`src/core/reset_seq_pkg.sv`:
```
// Purpose: shared constants and types of the reset source sequencer
// Assumes: clock period of 40 ns; times are held in microseconds
// Notes:   counts derive from times; long counts are overridable at the top
package reset_seq_pkg;

   // clock and delay counter width
   localparam int CLK_PERIOD_NS = 40;
   localparam int DLY_W         = 25;
   typedef logic [DLY_W-1:0] dly_t;

   // start-up times as documented, in microseconds
   localparam int POR_TIME_US   = 72000;
   localparam int WAKE_18MS_US  = 18000;
   localparam int WAKE_250US_US = 250;
   localparam int WAKE_60MS_US  = 60000;
   localparam int WAKE_1S_US    = 1000000;
   localparam int WAKE_FAST_US  = 60;

   // least times, rounded up to whole clock cycles
   localparam int POR_CYC   = (POR_TIME_US * 1000 + CLK_PERIOD_NS - 1) / CLK_PERIOD_NS;
   localparam int W18MS_CYC = (WAKE_18MS_US * 1000 + CLK_PERIOD_NS - 1) / CLK_PERIOD_NS;
   localparam int W250_CYC  = (WAKE_250US_US * 1000 + CLK_PERIOD_NS - 1) / CLK_PERIOD_NS;
   localparam int W60MS_CYC = (WAKE_60MS_US * 1000 + CLK_PERIOD_NS - 1) / CLK_PERIOD_NS;
   localparam int W1S_CYC   = (WAKE_1S_US * 1000 + CLK_PERIOD_NS - 1) / CLK_PERIOD_NS;
   localparam dly_t WFAST_CYC = dly_t'((WAKE_FAST_US * 1000 + CLK_PERIOD_NS - 1)
                                       / CLK_PERIOD_NS);

   // wake delay select and brown-out level encodings
   localparam logic [1:0] WSEL_250US  = 2'h2;
   localparam logic [1:0] WSEL_18MS   = 2'h3;
   localparam logic [1:0] WSEL_60MS   = 2'h0;
   localparam logic [1:0] WSEL_1S     = 2'h1;
   localparam logic [1:0] BO_DISABLED = 2'h3;

   // register byte offsets on the avalon slave
   localparam logic [3:0] REG_FUSE    = 4'h0;
   localparam logic [3:0] REG_STATUS  = 4'h4;
   localparam logic [3:0] REG_WAKE    = 4'h8;

   // fuse word layout, msb first
   typedef struct packed {
      logic       sleep_clock_disable;
      logic [1:0] wake_delay_select;
      logic [1:0] brownout_level_select;
   } fuse_s;

   // status word layout, msb first
   typedef struct packed {
      logic master_clear_n_level;
      logic brownout_hold;
      logic core_reset;
      logic timeout_flag;
      logic power_down_flag;
   } status_s;

   typedef struct packed {
      logic        read;
      logic        write;
      logic [3:0]  address;
      logic [31:0] writedata;
   } avs_req_s;

   // reset values
   localparam logic [4:0] FUSE_RST  = 5'h1F;
   localparam logic [1:0] FLAGS_POR = 2'h3;
   localparam int         WAKE_W    = 8;

   typedef enum logic [2:0] {
      ST_POR_WAIT, ST_POR_COUNT, ST_RUN, ST_SLEEP, ST_WAKE_COUNT, ST_HOLD
   } seq_state_e;

endpackage

```
`src/core/pin_sync.sv`:
```
// Purpose: three-stage synchroniser with agreement filter for pin inputs
// Assumes: inputs are asynchronous to i_mclk
// Notes:   a change is taken only once stages two and three agree
`timescale 1ns/1ps
module pin_sync #(
   parameter int W = 1
) (
   input  wire logic         i_mclk,
   input  wire logic         i_reset,
   input  wire logic         i_clk_en,
   input  wire logic [W-1:0] i_d,
   output logic      [W-1:0] o_q
);
   logic [W-1:0] s1_reg;
   logic [W-1:0] s2_reg;
   logic [W-1:0] s3_reg;
   logic [W-1:0] q_reg;
   logic [W-1:0] agree;

   // stage one feeds only stage two
   assign agree = ~(s2_reg ^ s3_reg);
   assign o_q   = q_reg;

   // filtered output holds until stages two and three agree
   always_ff @(posedge i_mclk) begin
      if (i_reset) begin
         s1_reg <= '0;
         s2_reg <= '0;
         s3_reg <= '0;
         q_reg  <= '0;
      end else if (i_clk_en) begin
         s1_reg <= i_d;
         s2_reg <= s1_reg;
         s3_reg <= s2_reg;
         q_reg  <= (agree & s3_reg) | (~agree & q_reg);
      end
   end
endmodule

```
`src/core/start_delay_counter.sv`:
```
// Purpose: start-up delay counter, counts oscillator cycles down to one
// Assumes: load value is at least one
// Notes:   o_done is high in the last counted cycle; stop abandons a count
`timescale 1ns/1ps
module start_delay_counter
   import reset_seq_pkg::*;
(
   input  wire logic i_mclk,
   input  wire logic i_reset,
   input  wire logic i_clk_en,
   input  wire logic i_load,
   input  wire logic i_stop,
   input  wire dly_t i_load_val,
   output logic      o_done
);
   dly_t cnt_reg;
   logic run_reg;

   assign o_done = run_reg && (cnt_reg == dly_t'(1));

   // reload wins over stop so a fresh count is never lost
   always_ff @(posedge i_mclk) begin
      if (i_reset) begin
         cnt_reg <= '0;
         run_reg <= 1'b0;
      end else if (i_clk_en) begin
         if (i_load) begin
            cnt_reg <= i_load_val;
            run_reg <= 1'b1;
         end else if (i_stop || o_done) begin
            run_reg <= 1'b0;
         end else if (run_reg) begin
            cnt_reg <= cnt_reg - dly_t'(1);
         end
      end
   end
endmodule

```
`src/core/reset_source_sequencer.sv`:
```
// Purpose: reset source sequencer of a small microcontroller
// Assumes: i_mclk is the on-chip rc oscillator; i_reset marks power-up
// Notes:   registers on avalon-mm with one wait cycle per access
//
// Added by the designer: the address map and the Avalon-MM slave port.
`timescale 1ns/1ps
module reset_source_sequencer #(
   parameter bit                  PROG_WAKE    = 1'b1,
   parameter reset_seq_pkg::dly_t POR_CYCLES   = reset_seq_pkg::dly_t'(reset_seq_pkg::POR_CYC),
   parameter reset_seq_pkg::dly_t W18MS_CYCLES = reset_seq_pkg::dly_t'(reset_seq_pkg::W18MS_CYC),
   parameter reset_seq_pkg::dly_t W250_CYCLES  = reset_seq_pkg::dly_t'(reset_seq_pkg::W250_CYC),
   parameter reset_seq_pkg::dly_t W60MS_CYCLES = reset_seq_pkg::dly_t'(reset_seq_pkg::W60MS_CYC),
   parameter reset_seq_pkg::dly_t W1S_CYCLES   = reset_seq_pkg::dly_t'(reset_seq_pkg::W1S_CYC)
) (
   input  wire logic                    i_mclk,
   input  wire logic                    i_reset,
   input  wire logic                    i_clk_en,
   input  wire logic                    i_master_clear_n,
   input  wire logic                    i_osc_running,
   input  wire logic [2:0]              i_supply_below,
   input  wire logic                    i_wdt_enable,
   input  wire logic                    i_wdt_overflow,
   input  wire logic                    i_sleep_req,
   input  wire logic                    i_wake_event,
   input  wire logic [7:0]              i_wake_flags,
   input  wire reset_seq_pkg::avs_req_s i_avs,
   output logic [31:0]                  o_readdata,
   output logic                         o_waitrequest,
   output logic                         o_core_reset,
   output logic                         o_timeout_flag,
   output logic                         o_power_down_flag,
   output logic                         o_sleep_clock_on
);
   import reset_seq_pkg::*;

   seq_state_e   state_reg;
   seq_state_e   state_next;
   fuse_s        fuse_reg;
   logic [1:0]   flags_reg;
   logic [1:0]   flags_next;
   logic [7:0]   pend_reg;
   logic [7:0]   pend_next;
   logic [7:0]   pend_clr;
   logic         core_reset_reg;
   logic         sleep_clk_reg;
   logic         wait_reg;
   logic [31:0]  rdata_reg;
   logic [4:0]   pins_s;
   logic         master_clear_n_ok;
   logic         osc_ok;
   logic [2:0]   supply_s;
   logic         bo_hit;
   logic         bo_hold;
   logic         wdt_evt;
   logic         hold_any;
   logic         dly_load;
   logic         dly_stop;
   logic         dly_done;
   dly_t         dly_val;
   dly_t         wake_cycles;
   dly_t         prog_cycles;
   logic         av_req;
   logic         av_acc;
   logic         wr_fuse;
   logic         wr_wake;
   logic [31:0]  rd_mux;
   status_s      status_w;

   // pins from the board and supply monitor pass the three-stage filter
   pin_sync #(
      .W (5)
   ) u_pin_sync (
      .i_mclk   (i_mclk),
      .i_reset  (i_reset),
      .i_clk_en (i_clk_en),
      .i_d      ({i_master_clear_n, i_osc_running, i_supply_below}),
      .o_q      (pins_s)
   );

   assign master_clear_n_ok  = pins_s[4];
   assign osc_ok   = pins_s[3];
   assign supply_s = pins_s[2:0];

   // brown-out comparator picked by the fuse level field
   assign bo_hit  = (fuse_reg.brownout_level_select == BO_DISABLED) ? 1'b0 :
                    supply_s[fuse_reg.brownout_level_select];
   assign bo_hold = bo_hit && (fuse_reg.brownout_level_select != BO_DISABLED);

   // watchdog only counts while it is enabled
   assign wdt_evt  = i_wdt_enable && i_wdt_overflow;
   // any single source forces reset
   assign hold_any = wdt_evt || !master_clear_n_ok || bo_hold;

   // wakeup start-up delay; fast case needs the oscillator kept running
   always_comb begin
      case (fuse_reg.wake_delay_select)
         WSEL_250US: prog_cycles = fuse_reg.sleep_clock_disable ? W250_CYCLES
                                                                : WFAST_CYC;
         WSEL_18MS:  prog_cycles = W18MS_CYCLES;
         WSEL_60MS:  prog_cycles = W60MS_CYCLES;
         WSEL_1S:    prog_cycles = W1S_CYCLES;
         default:    prog_cycles = W18MS_CYCLES;
      endcase
   end

   assign wake_cycles = PROG_WAKE ? prog_cycles : W18MS_CYCLES;

   // sequencer; hold reasons take priority over sleep and wakeup
   always_comb begin
      state_next = state_reg;
      dly_load   = 1'b0;
      dly_val    = POR_CYCLES;
      case (state_reg)
         ST_POR_WAIT: begin
            // a board that lets master clear rise early defeats this gate
            if (osc_ok && master_clear_n_ok) begin
               state_next = ST_POR_COUNT;
               dly_load   = 1'b1;
            end
         end
         ST_POR_COUNT: begin
            if (!osc_ok || !master_clear_n_ok) begin
               state_next = ST_POR_WAIT;
            end else if (dly_done) begin
               state_next = hold_any ? ST_HOLD : ST_RUN;
            end
         end
         ST_RUN: begin
            if (hold_any) begin
               state_next = ST_HOLD;
            end else if (i_sleep_req) begin
               state_next = ST_SLEEP;
            end
         end
         ST_SLEEP: begin
            if (hold_any) begin
               state_next = ST_HOLD;
            end else if (i_wake_event) begin
               state_next = ST_WAKE_COUNT;
               dly_load   = 1'b1;
               dly_val    = wake_cycles;
            end
         end
         ST_WAKE_COUNT: begin
            if (hold_any) begin
               state_next = ST_HOLD;
            end else if (dly_done) begin
               state_next = ST_RUN;
            end
         end
         ST_HOLD: begin
            // release goes straight to run: no start-up delay here
            if (!hold_any) begin
               state_next = ST_RUN;
            end
         end
         default: begin
            state_next = ST_POR_WAIT;
         end
      endcase
   end

   assign dly_stop = (state_next != ST_POR_COUNT) && (state_next != ST_WAKE_COUNT);

   // start-up delay counter runs on the oscillator clock itself
   start_delay_counter u_start_delay_counter (
      .i_mclk     (i_mclk),
      .i_reset    (i_reset),
      .i_clk_en   (i_clk_en),
      .i_load     (dly_load),
      .i_stop     (dly_stop),
      .i_load_val (dly_val),
      .o_done     (dly_done)
   );

   // timeout and power-down flags change only on entry to a reset
   always_comb begin
      flags_next = flags_reg;
      if (wdt_evt && state_reg == ST_SLEEP) begin
         flags_next = 2'h0;
      end else if (wdt_evt && state_reg == ST_RUN) begin
         flags_next = 2'h1;
      end else if (!master_clear_n_ok && state_reg == ST_SLEEP) begin
         flags_next = 2'h2;
      end
   end

   // sequencer state, reset output and sleep clock gate
   always_ff @(posedge i_mclk) begin
      if (i_reset) begin
         state_reg      <= ST_POR_WAIT;
         core_reset_reg <= 1'b1;
         flags_reg      <= FLAGS_POR;
         sleep_clk_reg  <= 1'b1;
      end else if (i_clk_en) begin
         state_reg      <= state_next;
         core_reset_reg <= (state_next != ST_RUN);
         flags_reg      <= flags_next;
         sleep_clk_reg  <= !(state_next == ST_SLEEP && fuse_reg.sleep_clock_disable);
      end
   end

   // avalon slave: one wait cycle, then the access takes effect
   assign av_req  = i_avs.read || i_avs.write;
   assign av_acc  = av_req && !wait_reg;
   assign wr_fuse = av_acc && i_avs.write && (i_avs.address == REG_FUSE);
   assign wr_wake = av_acc && i_avs.write && (i_avs.address == REG_WAKE);
   assign pend_clr = wr_wake ? i_avs.writedata[WAKE_W-1:0] : 8'h00;

   // new wake flags win over a software clear in the same cycle
   assign pend_next = (pend_reg & ~pend_clr) | i_wake_flags;

   assign status_w = '{master_clear_n_level:      master_clear_n_ok,
                       brownout_hold:   bo_hold,
                       core_reset:      core_reset_reg,
                       timeout_flag:    flags_reg[1],
                       power_down_flag: flags_reg[0]};

   // read decode; unmapped offsets read as zero
   assign rd_mux = (i_avs.address == REG_FUSE)   ? {27'h0000000, fuse_reg} :
                   (i_avs.address == REG_STATUS) ? {27'h0000000, status_w} :
                   (i_avs.address == REG_WAKE)   ? {24'h000000, pend_reg}  :
                                                   32'h00000000;

   // register file and bus handshake
   always_ff @(posedge i_mclk) begin
      if (i_reset) begin
         fuse_reg  <= fuse_s'(FUSE_RST);
         pend_reg  <= 8'h00;
         wait_reg  <= 1'b1;
         rdata_reg <= 32'h00000000;
      end else if (i_clk_en) begin
         wait_reg <= !(av_req && wait_reg);
         if (av_req && wait_reg) begin
            rdata_reg <= rd_mux;
         end
         if (wr_fuse) begin
            fuse_reg <= fuse_s'(i_avs.writedata[4:0]);
         end
         // power-up, or a write of ones to the wake register, clears the pending flags
         pend_reg <= pend_next;
      end
   end

   assign o_readdata        = rdata_reg;
   assign o_waitrequest     = wait_reg;
   assign o_core_reset      = core_reset_reg;
   assign o_timeout_flag    = flags_reg[1];
   assign o_power_down_flag = flags_reg[0];
   assign o_sleep_clock_on  = sleep_clk_reg;
endmodule

```
`config.mk`:
```
export PLATFORM = sky130hd
export DESIGN_NAME = reset_source_sequencer
export DESIGN_NICKNAME = d
export VERILOG_FILES = /design/src/core/reset_seq_pkg.sv /design/src/core/pin_sync.sv /design/src/core/start_delay_counter.sv /design/src/core/reset_source_sequencer.sv
export SDC_FILE = /design/constraint.sdc
export NUM_CORES = 1
export LEC_CHECK = 0
export ABC_AREA = 1
export BUFFER_PORTS_ARGS = -buffer_cell sky130_fd_sc_hd__buf_2
export CAP_MARGIN = 10
export CORE_MARGIN = 3
export CORE_UTILIZATION = 30
export CTS_BUF_LIST = sky130_fd_sc_hd__clkbuf_8
export CTS_CLUSTER_SIZE = 8
export DETAILED_ROUTE_END_ITERATION = 16
export PLACE_DENSITY_LB_ADDON = 0.25
export SLEW_MARGIN = 40
export SYNTH_ARGS = -nofsm -noshare
export SYNTH_HDL_FRONTEND = slang
export SYNTH_HIERARCHICAL = 1
export SYNTH_SLANG_ARGS = --single-unit
```
`constraint.sdc`:
```
create_clock -name i_mclk -period 7.1 [get_ports i_mclk]
set_clock_uncertainty 0.2 [all_clocks]
set_input_delay 0.355 -clock i_mclk [delete_from_list [all_inputs] [get_ports i_mclk]]
set_output_delay 0.355 -clock i_mclk [all_outputs]
set_load 0.1 [all_outputs]
```
==> results of run 1 <==
[cells in the mapped netlist, types with 2 or more instances]
cell,n,area share [%]
nor2_4,4,0.94
a21oi_1,43,4.5
a41oi_1,3,0.55
nand3_1,72,7.5
buf_1,2,0.16
ha_1,6,1.6
inv_2,9,0.70
inv_1,85,6.6
xor2_1,2,0.36
clkbuf_1,10,0.78
clkinv_1,4,0.31
nand2_4,4,0.94
dfxtp_1,75,31
nor3_2,2,0.42
o21ai_1,2,0.21
nor2_2,26,3.4
nand4_1,8,1.0
nand2_2,8,1.0
buf_4,29,4.5
buf_6,2,0.47
a31oi_1,2,0.26
conb_1,2,0.16
nor2_1,112,8.7
buf_2,2,0.21
nor3_1,3,0.31
o21ai_0,41,4.3
nand2_1,203,16
[how the worst max path moves through the flow]
stage | start | end | slack (ps) | cells after the start
2_1_floorplan | u_start_delay_counter/cnt_reg[1] | u_start_delay_counter/cnt_reg[22] | 4550 | 20
3_3_place_gp | i_wdt_enable | u_start_delay_counter/cnt_reg[22] | 2880 | 13
3_5_place_dp | i_wdt_enable | u_start_delay_counter/cnt_reg[22] | 3720 | 13
4_1_cts | flip-flop | u_start_delay_counter/cnt_reg[22] | 3830 | 11
5_1_grt | flip-flop | u_start_delay_counter/cnt_reg[22] | 3530 | 11
6_report | flip-flop | u_start_delay_counter/cnt_reg[22] | 3850 | 11
[tightest hold or removal path, delay by kind of cell]
family / cells / cell delay, ps
AO/OA/AOI/OAI: 2 / 120
buffers and inverters: 1 / 90
[power groups by stage]
stage / Sequential, mW / Clock [mW] / Combinational (mW)
CTS: 0.439 / 0.336 / 0.141
global placement: 0.448 / 0 / 0.138
detailed placement: 0.448 / 0 / 0.138
global route: 0.440 / 0.356 / 0.152
floorplan: 0.470 / 0 / 0.104
finish: 0.439 / 0.322 / 0.141
[cells by family after synthesis]
| family | count (synthesis) |
|---|---|
| adders and majority gates | 6 |
| AOI/OAI and AO/OA | 95 |
| other | 2 |
| xor gates and xnor gates | 2 |
| buffers and inverters | 146 |
| DFF | 75 |
| and+or+nand+nor | 449 |
[metrics by stage]
stage	hold WS, ps	utilization, %	cells	setup WS, ps
finish	16.4	34.6	1034	3850
global route	4.78	34.6	1034	3530
CTS	0.564	34.6	1034	3830
detailed placement	255	32.9	1011	3720
global placement	249	32.9	1011	2880
floorplan	224	-	800	4550
[layer usage]
metal	vias to the layer above	share of wire, %
li1	2462	-
met4	0	1.2
met2	100	43
met5	-	0
met3	9	6.4
met1	2000	50
[layout by cell type (no fill, tap or decap), types with 26 or more instances in the layout]
master	Yosys	routed
nor2_1	112	112
nand2_1	203	201
o21ai_0	41	41
nor2_2	26	26
buf_2	2	46
dfxtp_1	75	75
a21oi_1	43	43
conb_1	2	27
inv_1	85	84
nand3_1	72	72
[cell type report]
type | instances | area (sq um)
tap | 211 | 264
inverter | 99 | 375
sequential | 75 | 1500
multi-input combinational | 579 | 2710
clock inverter | 7 | 58.8
timing repair buffer | 54 | 308
clock buffer | 9 | 124
fill | 1757 | 10100
==> impl_metrics.yaml, run 1 <==
routing:
  routedWlPerCell_um: 11.6
  ant_nets: 0
  wl_mm: 12.0
  drt_pass1_iterations: 5
  vias_per_cell: 4.42
  vias: 4571
  drtIter0Drc: 267
  drc: 0
clock_tree:
  cts_sinks: 75
  clkTransAtPathRegs_ps: 90
  clockBufferDepth: 2
  postCtsHoldBufs: 7
  post_cts_buffers: 0
  cts_made_buffers: 9
  root_buffer: "clkbuf_8"
  cts_resized: 0
  clk_latency_ps: 370
  htree_levels: 3
  cts_tree: "yes"
synthesis:
  synth-xor-area-share_pct: 0.364
  ys_types: 41
  synth-compound-area-share_pct: 10.4
  synth_mux_area_share_pct: 0
  seq_area_frac_synth_pct: 31.2
  yosysWarningCount: 6
  synthAdderAreaFrac_pct: 1.56
  yosys_most_used_dff: "dfxtp_1"
  synthSimpleGateAreaFrac_pct: 41.6
  avgSynthCellArea_sq_um: 6.20
  syn_area_sq_um: 4810
  synthArstFlopShare_pct: 0
  ys_ff_latch: 75
  synth_edf_count: 0
  syn_inst: 775
  synth_top_family_by_area: "simple AND/OR/NAND/NOR gates"
hold_path:
  hold_class: "in -> reg"
  min_to: "fuse_reg[2]"
  hold_depth: 3
  hp-start: "i_avs[2]"
worst_setup_path:
  startpoint_type: "flip-flop"
  crit_chain: "inv_1 > nor2_1 > nand2_2 > nor3_4 > inv_4 > nand2_2 > clkinv_2 > nand2_4 > nand2_8 > nor2_1 > nor2_2"
  crit_type: "reg -> reg"
  ff2ff_setup_slack_ps: 3850
  crit_fanout: 27
  r2r_cells: 11
  r2r-end: "u_start_delay_counter/cnt_reg[22]"
  slowest_delay_ps: 530
  cpMaxStageDelayCell: "clkinv_2"
  cpLargestDelayFamily: "simple AND/OR/NAND/NOR gates"
  cp.required_ps: 7170
  path_buf_inv: 3
  end_kind: "flip-flop"
  worstPathArrival_ps: 3330
cells_and_area:
  finish.net_count: 882
  stdcell_area_sq_um: 5340
  drive_gt1_share_pct: 15.2
  syn_to_final_growth_pct: 11.0
  antenna_cells: 0
  largest_register_ffs: 25
outcome:
  outcome: "complete, no violations"
floorplan:
  io_pins: 95
  die-area_sq_um: 17600
  core_sq_um: 15400
  die_width_um: 133
  dieHeight_um: 133
  row_count: 45
  initial_utilization_pct: 31.2
placement:
  gp_congestion: 0.827
  place.detailed.hpwl_mm: 8.47
  portBuffers: 46
  placed_cell_area_sq_um: 5080
power_and_ir_drop:
  switching_share_pct: 34.6
  switchingPower_mw: 0.313
  p_comb_share_pct: 15.7
  seq_power_share_pct: 48.6
  vdd_drop_max_v: 0.0000882
  p_leak_nw: 2.63
  pwr-share-clk_pct: 35.7
  p_total_mw: 0.902
  p_int_mw: 0.590
  power_density_nw_per_um2: 169
sta:
  slew-limit-headroom_pct: 56.5
  rsz0062_at_grt: "false"
  timing.fmax_mhz: 307
  finalSetupTns_ps: 0
  worst_pin_slew_ps: 653
  setup_viol: 0
  final_max_slew_viol_count: 0
  fin_crit_sh_pct: 45.8
  timing.final.hold_violations: 0
  min_period_ps: 3250
global_routing:
  gr-usage-met1_pct: 19.7
  grt_use_met2_pct: 20.8
  antenna_found_initial: 0
  grt-ovfl-total: 0
  grt.busiest_layer: "met2"
  grt_max_degree: 42
  use_met3_pct: 4.41
  grtUsageTotal_pct: 13.9
  grt_pass1_wl_mm: 20.3
  first_global_vias: 4143
run:
  drv_cap: 0
No activity file was read; power rests on OpenSTA's default activity.
==> inputs of run 2 (changes only) <==
==> constraint.sdc (replaced) <==
create_clock -name i_mclk -period 2.7 [get_ports i_mclk]
set_clock_uncertainty 0.2 [all_clocks]
set_input_delay 0.135 -clock i_mclk [delete_from_list [all_inputs] [get_ports i_mclk]]
set_output_delay 0.135 -clock i_mclk [all_outputs]
set_load 0.1 [all_outputs]
==> run 2 against run 1 <==
Combinational power grew to 3.0 times the previous value. Critical path depth is 7 higher. Register-to-register slack worse by 3700 ps. Via count is 9.9% higher. Hold slack better by 26 ps. Die area stayed put. Clock-buffer cell count stayed put. Critical path type unchanged. Largest cell class unchanged.
==> impl_metrics.yaml, run 2 (synthesis results as in run 1) <==
sta:
  setup_viol: 0
  fin_crit_sh_pct: 93.2
  worst_pin_slew_ps: 779
  rsz0062_at_grt: "true"
  timing.final.hold_violations: 0
  slew-limit-headroom_pct: 48.0
  setup_slack_ps: 184
  finalSetupTns_ps: 0
  timing.fmax_mhz: 397
  min_period_ps: 2520
  final_max_slew_viol_count: 0
  whs_ps: 42.8
clock_tree:
  cts_tree: "yes"
  clockBufferDepth: 2
  cts_sinks: 75
  clk_latency_ps: 370
  root_buffer: "clkbuf_8"
  cts_made_buffers: 9
  htree_levels: 3
  clkTransAtPathRegs_ps: 90
hold_path:
  hold_class: "in -> reg"
floorplan:
  die-area_sq_um: 17600
  initial_utilization_pct: 31.2
  core_sq_um: 15400
  die_width_um: 133
  dieHeight_um: 133
  io_pins: 95
  row_count: 45
global_routing:
  grt_pass1_wl_mm: 21.7
  antenna_found_initial: 0
  grtUsageTotal_pct: 14.8
  grt_max_degree: 32
  grt-ovfl-total: 0
  first_global_vias: 4433
run:
  drv_cap: 0
cells_and_area:
  drive_gt1_share_pct: 23.8
  utilization_pct: 40.2
  fill_cells: 1658
  layout_commonest_cell: "nand2_1"
  multi_input_area_sq_um: 2870
  antenna_cells: 0
  register_area_sq_um: 1530
  syn_to_final_growth_pct: 29.0
  stdcell_area_sq_um: 6200
  most-common-layout-cells: "196 x nand2_1, 100 x nor2_1, 82 x inv_1"
  finalNonFillerCells: 1106
  largest_register_ffs: 25
  finish.net_count: 954
routing:
  vias: 5023
  vias_per_cell: 4.54
  wl_mm: 13.6
  ant_nets: 0
  drt_pass1_iterations: 5
  drc: 0
  drtIter0Drc: 303
  routedWlPerCell_um: 12.3
placement:
  gp_congestion: 0.858
  place.detailed.hpwl_mm: 9.24
  portBuffers: 46
  dp_cells: 1043
  dpl_worst_slack_ps: 29.1
  placed_cell_area_sq_um: 5330
worst_setup_path:
  crit_top_cell: "nor2_4"
  cpMaxStageDelayCell: "dfxtp_2"
  slowest_delay_ps: 340
  crit_fanout: 5
  cp.required_ps: 2810
  crit_chain: "nor2_4 > nand2_2 > inv_2 > nand2_4 > nor2_4 > nand2_4 > inv_4 > inv_4 > nor3_2 > nand2_1 > nand3_1 > nand3_2 > nor2_4 > nand3_4 > clkbuf_16 > nand3_2 > nand2_2 > nor2_2"
  startpoint_type: "flip-flop"
  worstPathArrival_ps: 2620
  path_buf_inv: 4
  crit_type: "reg -> reg"
  end_kind: "flip-flop"
  cpLargestDelayFamily: "simple AND/OR/NAND/NOR gates"
power_and_ir_drop:
  switchingPower_mw: 0.850
  p_total_mw: 2.44
  p_int_mw: 1.59
  p_leak_nw: 3.06
  switching_share_pct: 34.8
  p_comb_share_pct: 17.1
  vdd_drop_max_v: 0.000285
  seq_power_share_pct: 47.1
  pwr-share-clk_pct: 35.8
  power_density_nw_per_um2: 394
outcome:
  outcome: "complete, no violations"
## run 2: power by group through the flow
stage | Sequential [mW] | Clock, mW | Combinational [mW]
after floorplan | 1.24 | 0 | 0.272
after global placement | 1.18 | 0 | 0.370
after detailed placement | 1.18 | 0 | 0.371
after CTS | 1.15 | 0.912 | 0.412
after global routing | 1.16 | 0.952 | 0.448
final | 1.15 | 0.874 | 0.418
## run 2: final timing paths
| kind | startpoint | end | slack, ps | cells past startpoint |
|---|---|---|---|---|
| max reg2reg | u_start_delay_counter/cnt_reg[11] | u_start_delay_counter/cnt_reg[14] | 180 | 18 |
| min | i_avs[36] | fuse_reg[3] | 40 | 4 |
| min reg2reg | u_pin_sync/s3_reg[2] | u_pin_sync/s3_reg[2] | 270 | 2 |
| max | u_start_delay_counter/cnt_reg[11] | u_start_delay_counter/cnt_reg[14] | 180 | 18 |
## run 2: cell type report
class,count,area share [%]
clock buffer,9,2.00
clock inverter,7,1.03
inverter,99,6.11
multi-input combinational,580,46.3
sequential,75,24.7
tap,211,4.26
timing repair buffer,125,15.7
## run 2: worst reg2reg max path: cells and delay by family, from the launching register on
family	cells	cell delay, ps
and+or+nand+nor	14	1530
buffers and inverters	4	390
DFF	1	340
## run 2: layer usage
layer  track usage (%)  share of wire [%]  vias to the layer above  routed length, um
met3              3.19                6.2                       12                838
met5                 0                  0                        -                  0
met4              3.64                1.2                        0                166
met2              23.0                 44                      130               5980
li1                  -                  -                     2617                  -
met1              20.9                 48                     2264               6580
## run 2: what timing repair did
item	4_1_cts	5_1_grt
pin swaps	0	26
hold buffers	37	0
gates resized for setup	1	64
cloned	0	4
endpoints found under the hold margin	23	0
setup endpoints to repair	1	25
buffers inserted	0	6
==> inputs of run 3 (changes only) <==
--- a/config.mk
+++ b/config.mk
@@ -13,7 +13,6 @@
 export CTS_BUF_LIST = sky130_fd_sc_hd__clkbuf_8
 export CTS_CLUSTER_SIZE = 8
 export DETAILED_ROUTE_END_ITERATION = 16
-export PLACE_DENSITY_LB_ADDON = 0.25
 export SLEW_MARGIN = 40
 export SYNTH_ARGS = -nofsm -noshare
 export SYNTH_HDL_FRONTEND = slang
==> run 3 against run 2 <==
Hold slack better by 5.9 ps. Register-to-register slack worse by 80 ps. Sequential share of layout area shrank 0.34 points. Combinational power up 2%. Utilization rose by 0.24 points. Power rose by 0.61%. Largest power group unchanged.
==> impl_metrics.yaml, run 3 (synthesis results as in run 1) <==
global_routing:
  grt-ovfl-total: 0
  grt_pass1_wl_mm: 21.6
  first_global_vias: 4602
  antenna_found_initial: 0
  grtUsageTotal_pct: 14.6
  grt_max_degree: 27
hold_path:
  hold_depth: 4
  min_to: "fuse_reg[4]"
  hold_class: "in -> reg"
  hp-start: "i_avs[36]"
worst_setup_path:
  crit_start: "u_start_delay_counter/cnt_reg[9]"
  r2r_cells: 20
  ff2ff_setup_slack_ps: 110
  slowest_delay_ps: 370
  cpMaxStageDelayCell: "dfxtp_4"
  r2r-end: "u_start_delay_counter/cnt_reg[1]"
  crit_fanout: 6
  end_kind: "flip-flop"
  startpoint_type: "flip-flop"
  crit_type: "reg -> reg"
  cp.required_ps: 2810
  worstPathArrival_ps: 2700
  crit_chain: "nor2_4 > nand2_2 > inv_2 > nand2_4 > nor2_4 > nand2_4 > inv_4 > inv_4 > nand2_2 > nand3_1 > nand2_1 > nand3_2 > nand2_1 > nand3_2 > nor2_4 > nand3_4 > clkbuf_16 > nand3_1 > nand2_1 > nor2_1"
  rr_startpoint: "u_start_delay_counter/cnt_reg[9]"
placement:
  place.detailed.hpwl_mm: 9.04
  dpl_worst_slack_ps: 5.04
  gp_congestion: 0.853
  portBuffers: 46
cells_and_area:
  syn_to_final_growth_pct: 29.7
  most-common-layout-cells: "201 x nand2_1, 106 x nor2_1, 81 x inv_1"
  finish.net_count: 956
  antenna_cells: 0
  largest_register_ffs: 25
  drive_gt1_share_pct: 22.2
  layout_commonest_cell: "nand2_1"
routing:
  ant_nets: 0
  wl_met1_mm: 6.28
  dr_wl_met3_um: 696
  drtIter0Drc: 265
  routedWlPerCell_um: 12.1
  drc: 0
  highest_layer: "met4"
  vias: 4952
  wl_mm: 13.4
  drt_pass1_iterations: 4
  vias_per_cell: 4.47
  dr_wl_met2_mm: 6.24
floorplan:
  row_count: 45
  initial_utilization_pct: 31.2
  die_width_um: 133
  dieHeight_um: 133
  io_pins: 95
  core_sq_um: 15400
  die-area_sq_um: 17600
power_and_ir_drop:
  p_leak_nw: 3.14
  p_total_mw: 2.46
  power_density_nw_per_um2: 394
  vdd_drop_max_v: 0.000382
sta:
  fin_crit_sh_pct: 96.1
  rsz0062_at_grt: "true"
  timing.final.hold_violations: 0
  timing.fmax_mhz: 386
  final_max_slew_viol_count: 0
  setup_viol: 0
  setup_slack_ps: 106
  min_period_ps: 2590
outcome:
  outcome: "complete, no violations"
run:
  drv_cap: 0
clock_tree:
  root_buffer: "clkbuf_8"
  cts_sinks: 75
  htree_levels: 3
  clockBufferDepth: 2
  cts_tree: "yes"
  clkTransAtPathRegs_ps: 90
  clk_latency_ps: 370
  cts_made_buffers: 9
run 3: changes by cell type in the layout (fill, tap and decap cells not counted), moves of 5 or more:
cell	before	now
nand3_1	64	55
nand2_2	15	10
buf_4	37	30
dlygate4sd3_1	37	45
nand2_1	196	201
dfxtp_1	57	65
nand3_2	7	17
nor2_2	34	29
dfxtp_2	16	9
nor2_1	100	106
run 3: layout make-up:
cell class / instances / area (sq um)
fillers: 1646 / 9190
repair buffers: 126 / 1010
well taps: 211 / 264
flip-flops and latches: 75 / 1520
inverters: 99 / 383
clock inverters: 7 / 66.3
multi-input cells: 581 / 2880
clock buffers: 9 / 124
run 3: power breakdown:
part | leakage [nW] | switching [mW] | internal (mW)
sequential | 0.617 | 0.0163 | 1.14
combinational | 2.43 | 0.320 | 0.107
clock | 0.0991 | 0.518 | 0.362
run 3: repair_timing:
| item | 4_1_cts | 5_1_grt |
|---|---|---|
| gates cloned | 0 | 4 |
| endpoints found under the hold margin | 26 | 0 |
| buffers inserted | 0 | 2 |
| gates resized for setup | 1 | 51 |
| endpoints found under the setup margin | 23 | 25 |
| hold buffers | 45 | 0 |
| pin swaps | 0 | 28 |
run 3: worst max path at each step:
stage / to / slack (ps) / depth (start not counted)
after floorplan: u_start_delay_counter/cnt_reg[22] / 150 / 20
after global placement: u_start_delay_counter/cnt_reg[23] / 20 / 20
after detailed placement: u_start_delay_counter/cnt_reg[23] / 5 / 20
after CTS: u_start_delay_counter/cnt_reg[24] / 30 / 20
after global routing: u_start_delay_counter/cnt_reg[2] / -70 / 20
final: u_start_delay_counter/cnt_reg[1] / 110 / 20
run 3: stage by stage:
stage | area, sq um | hold WS [ps] | std cells | util [%] | setup TNS [ps]
after CTS | 5970 | 25.0 | 1102 | 38.7 | 0
after global routing | 6240 | 68.8 | 1108 | 40.4 | -1090
after detailed placement | 5320 | 161 | 1041 | 34.5 | 0
after floorplan | 4900 | 4.07 | 800 | - | 0
after global placement | 5320 | 157 | 1041 | 34.5 | 0
final | 6240 | 48.6 | 1108 | 40.4 | 0
run 3: routing by layer:
metal / up-vias / track usage, %
met5: - / 0
met4: 0 / 3.35
met3: 9 / 3.76
met2: 117 / 24.1
met1: 2211 / 19.3
li1: 2615 / -
run 3: worst max-delay path: cells and delay by family, from the launching register on:
family | cells | cell delay, ps
AND/OR/NAND/NOR | 16 | 1560
flip-flops | 1 | 370
buffers and inverters | 4 | 420
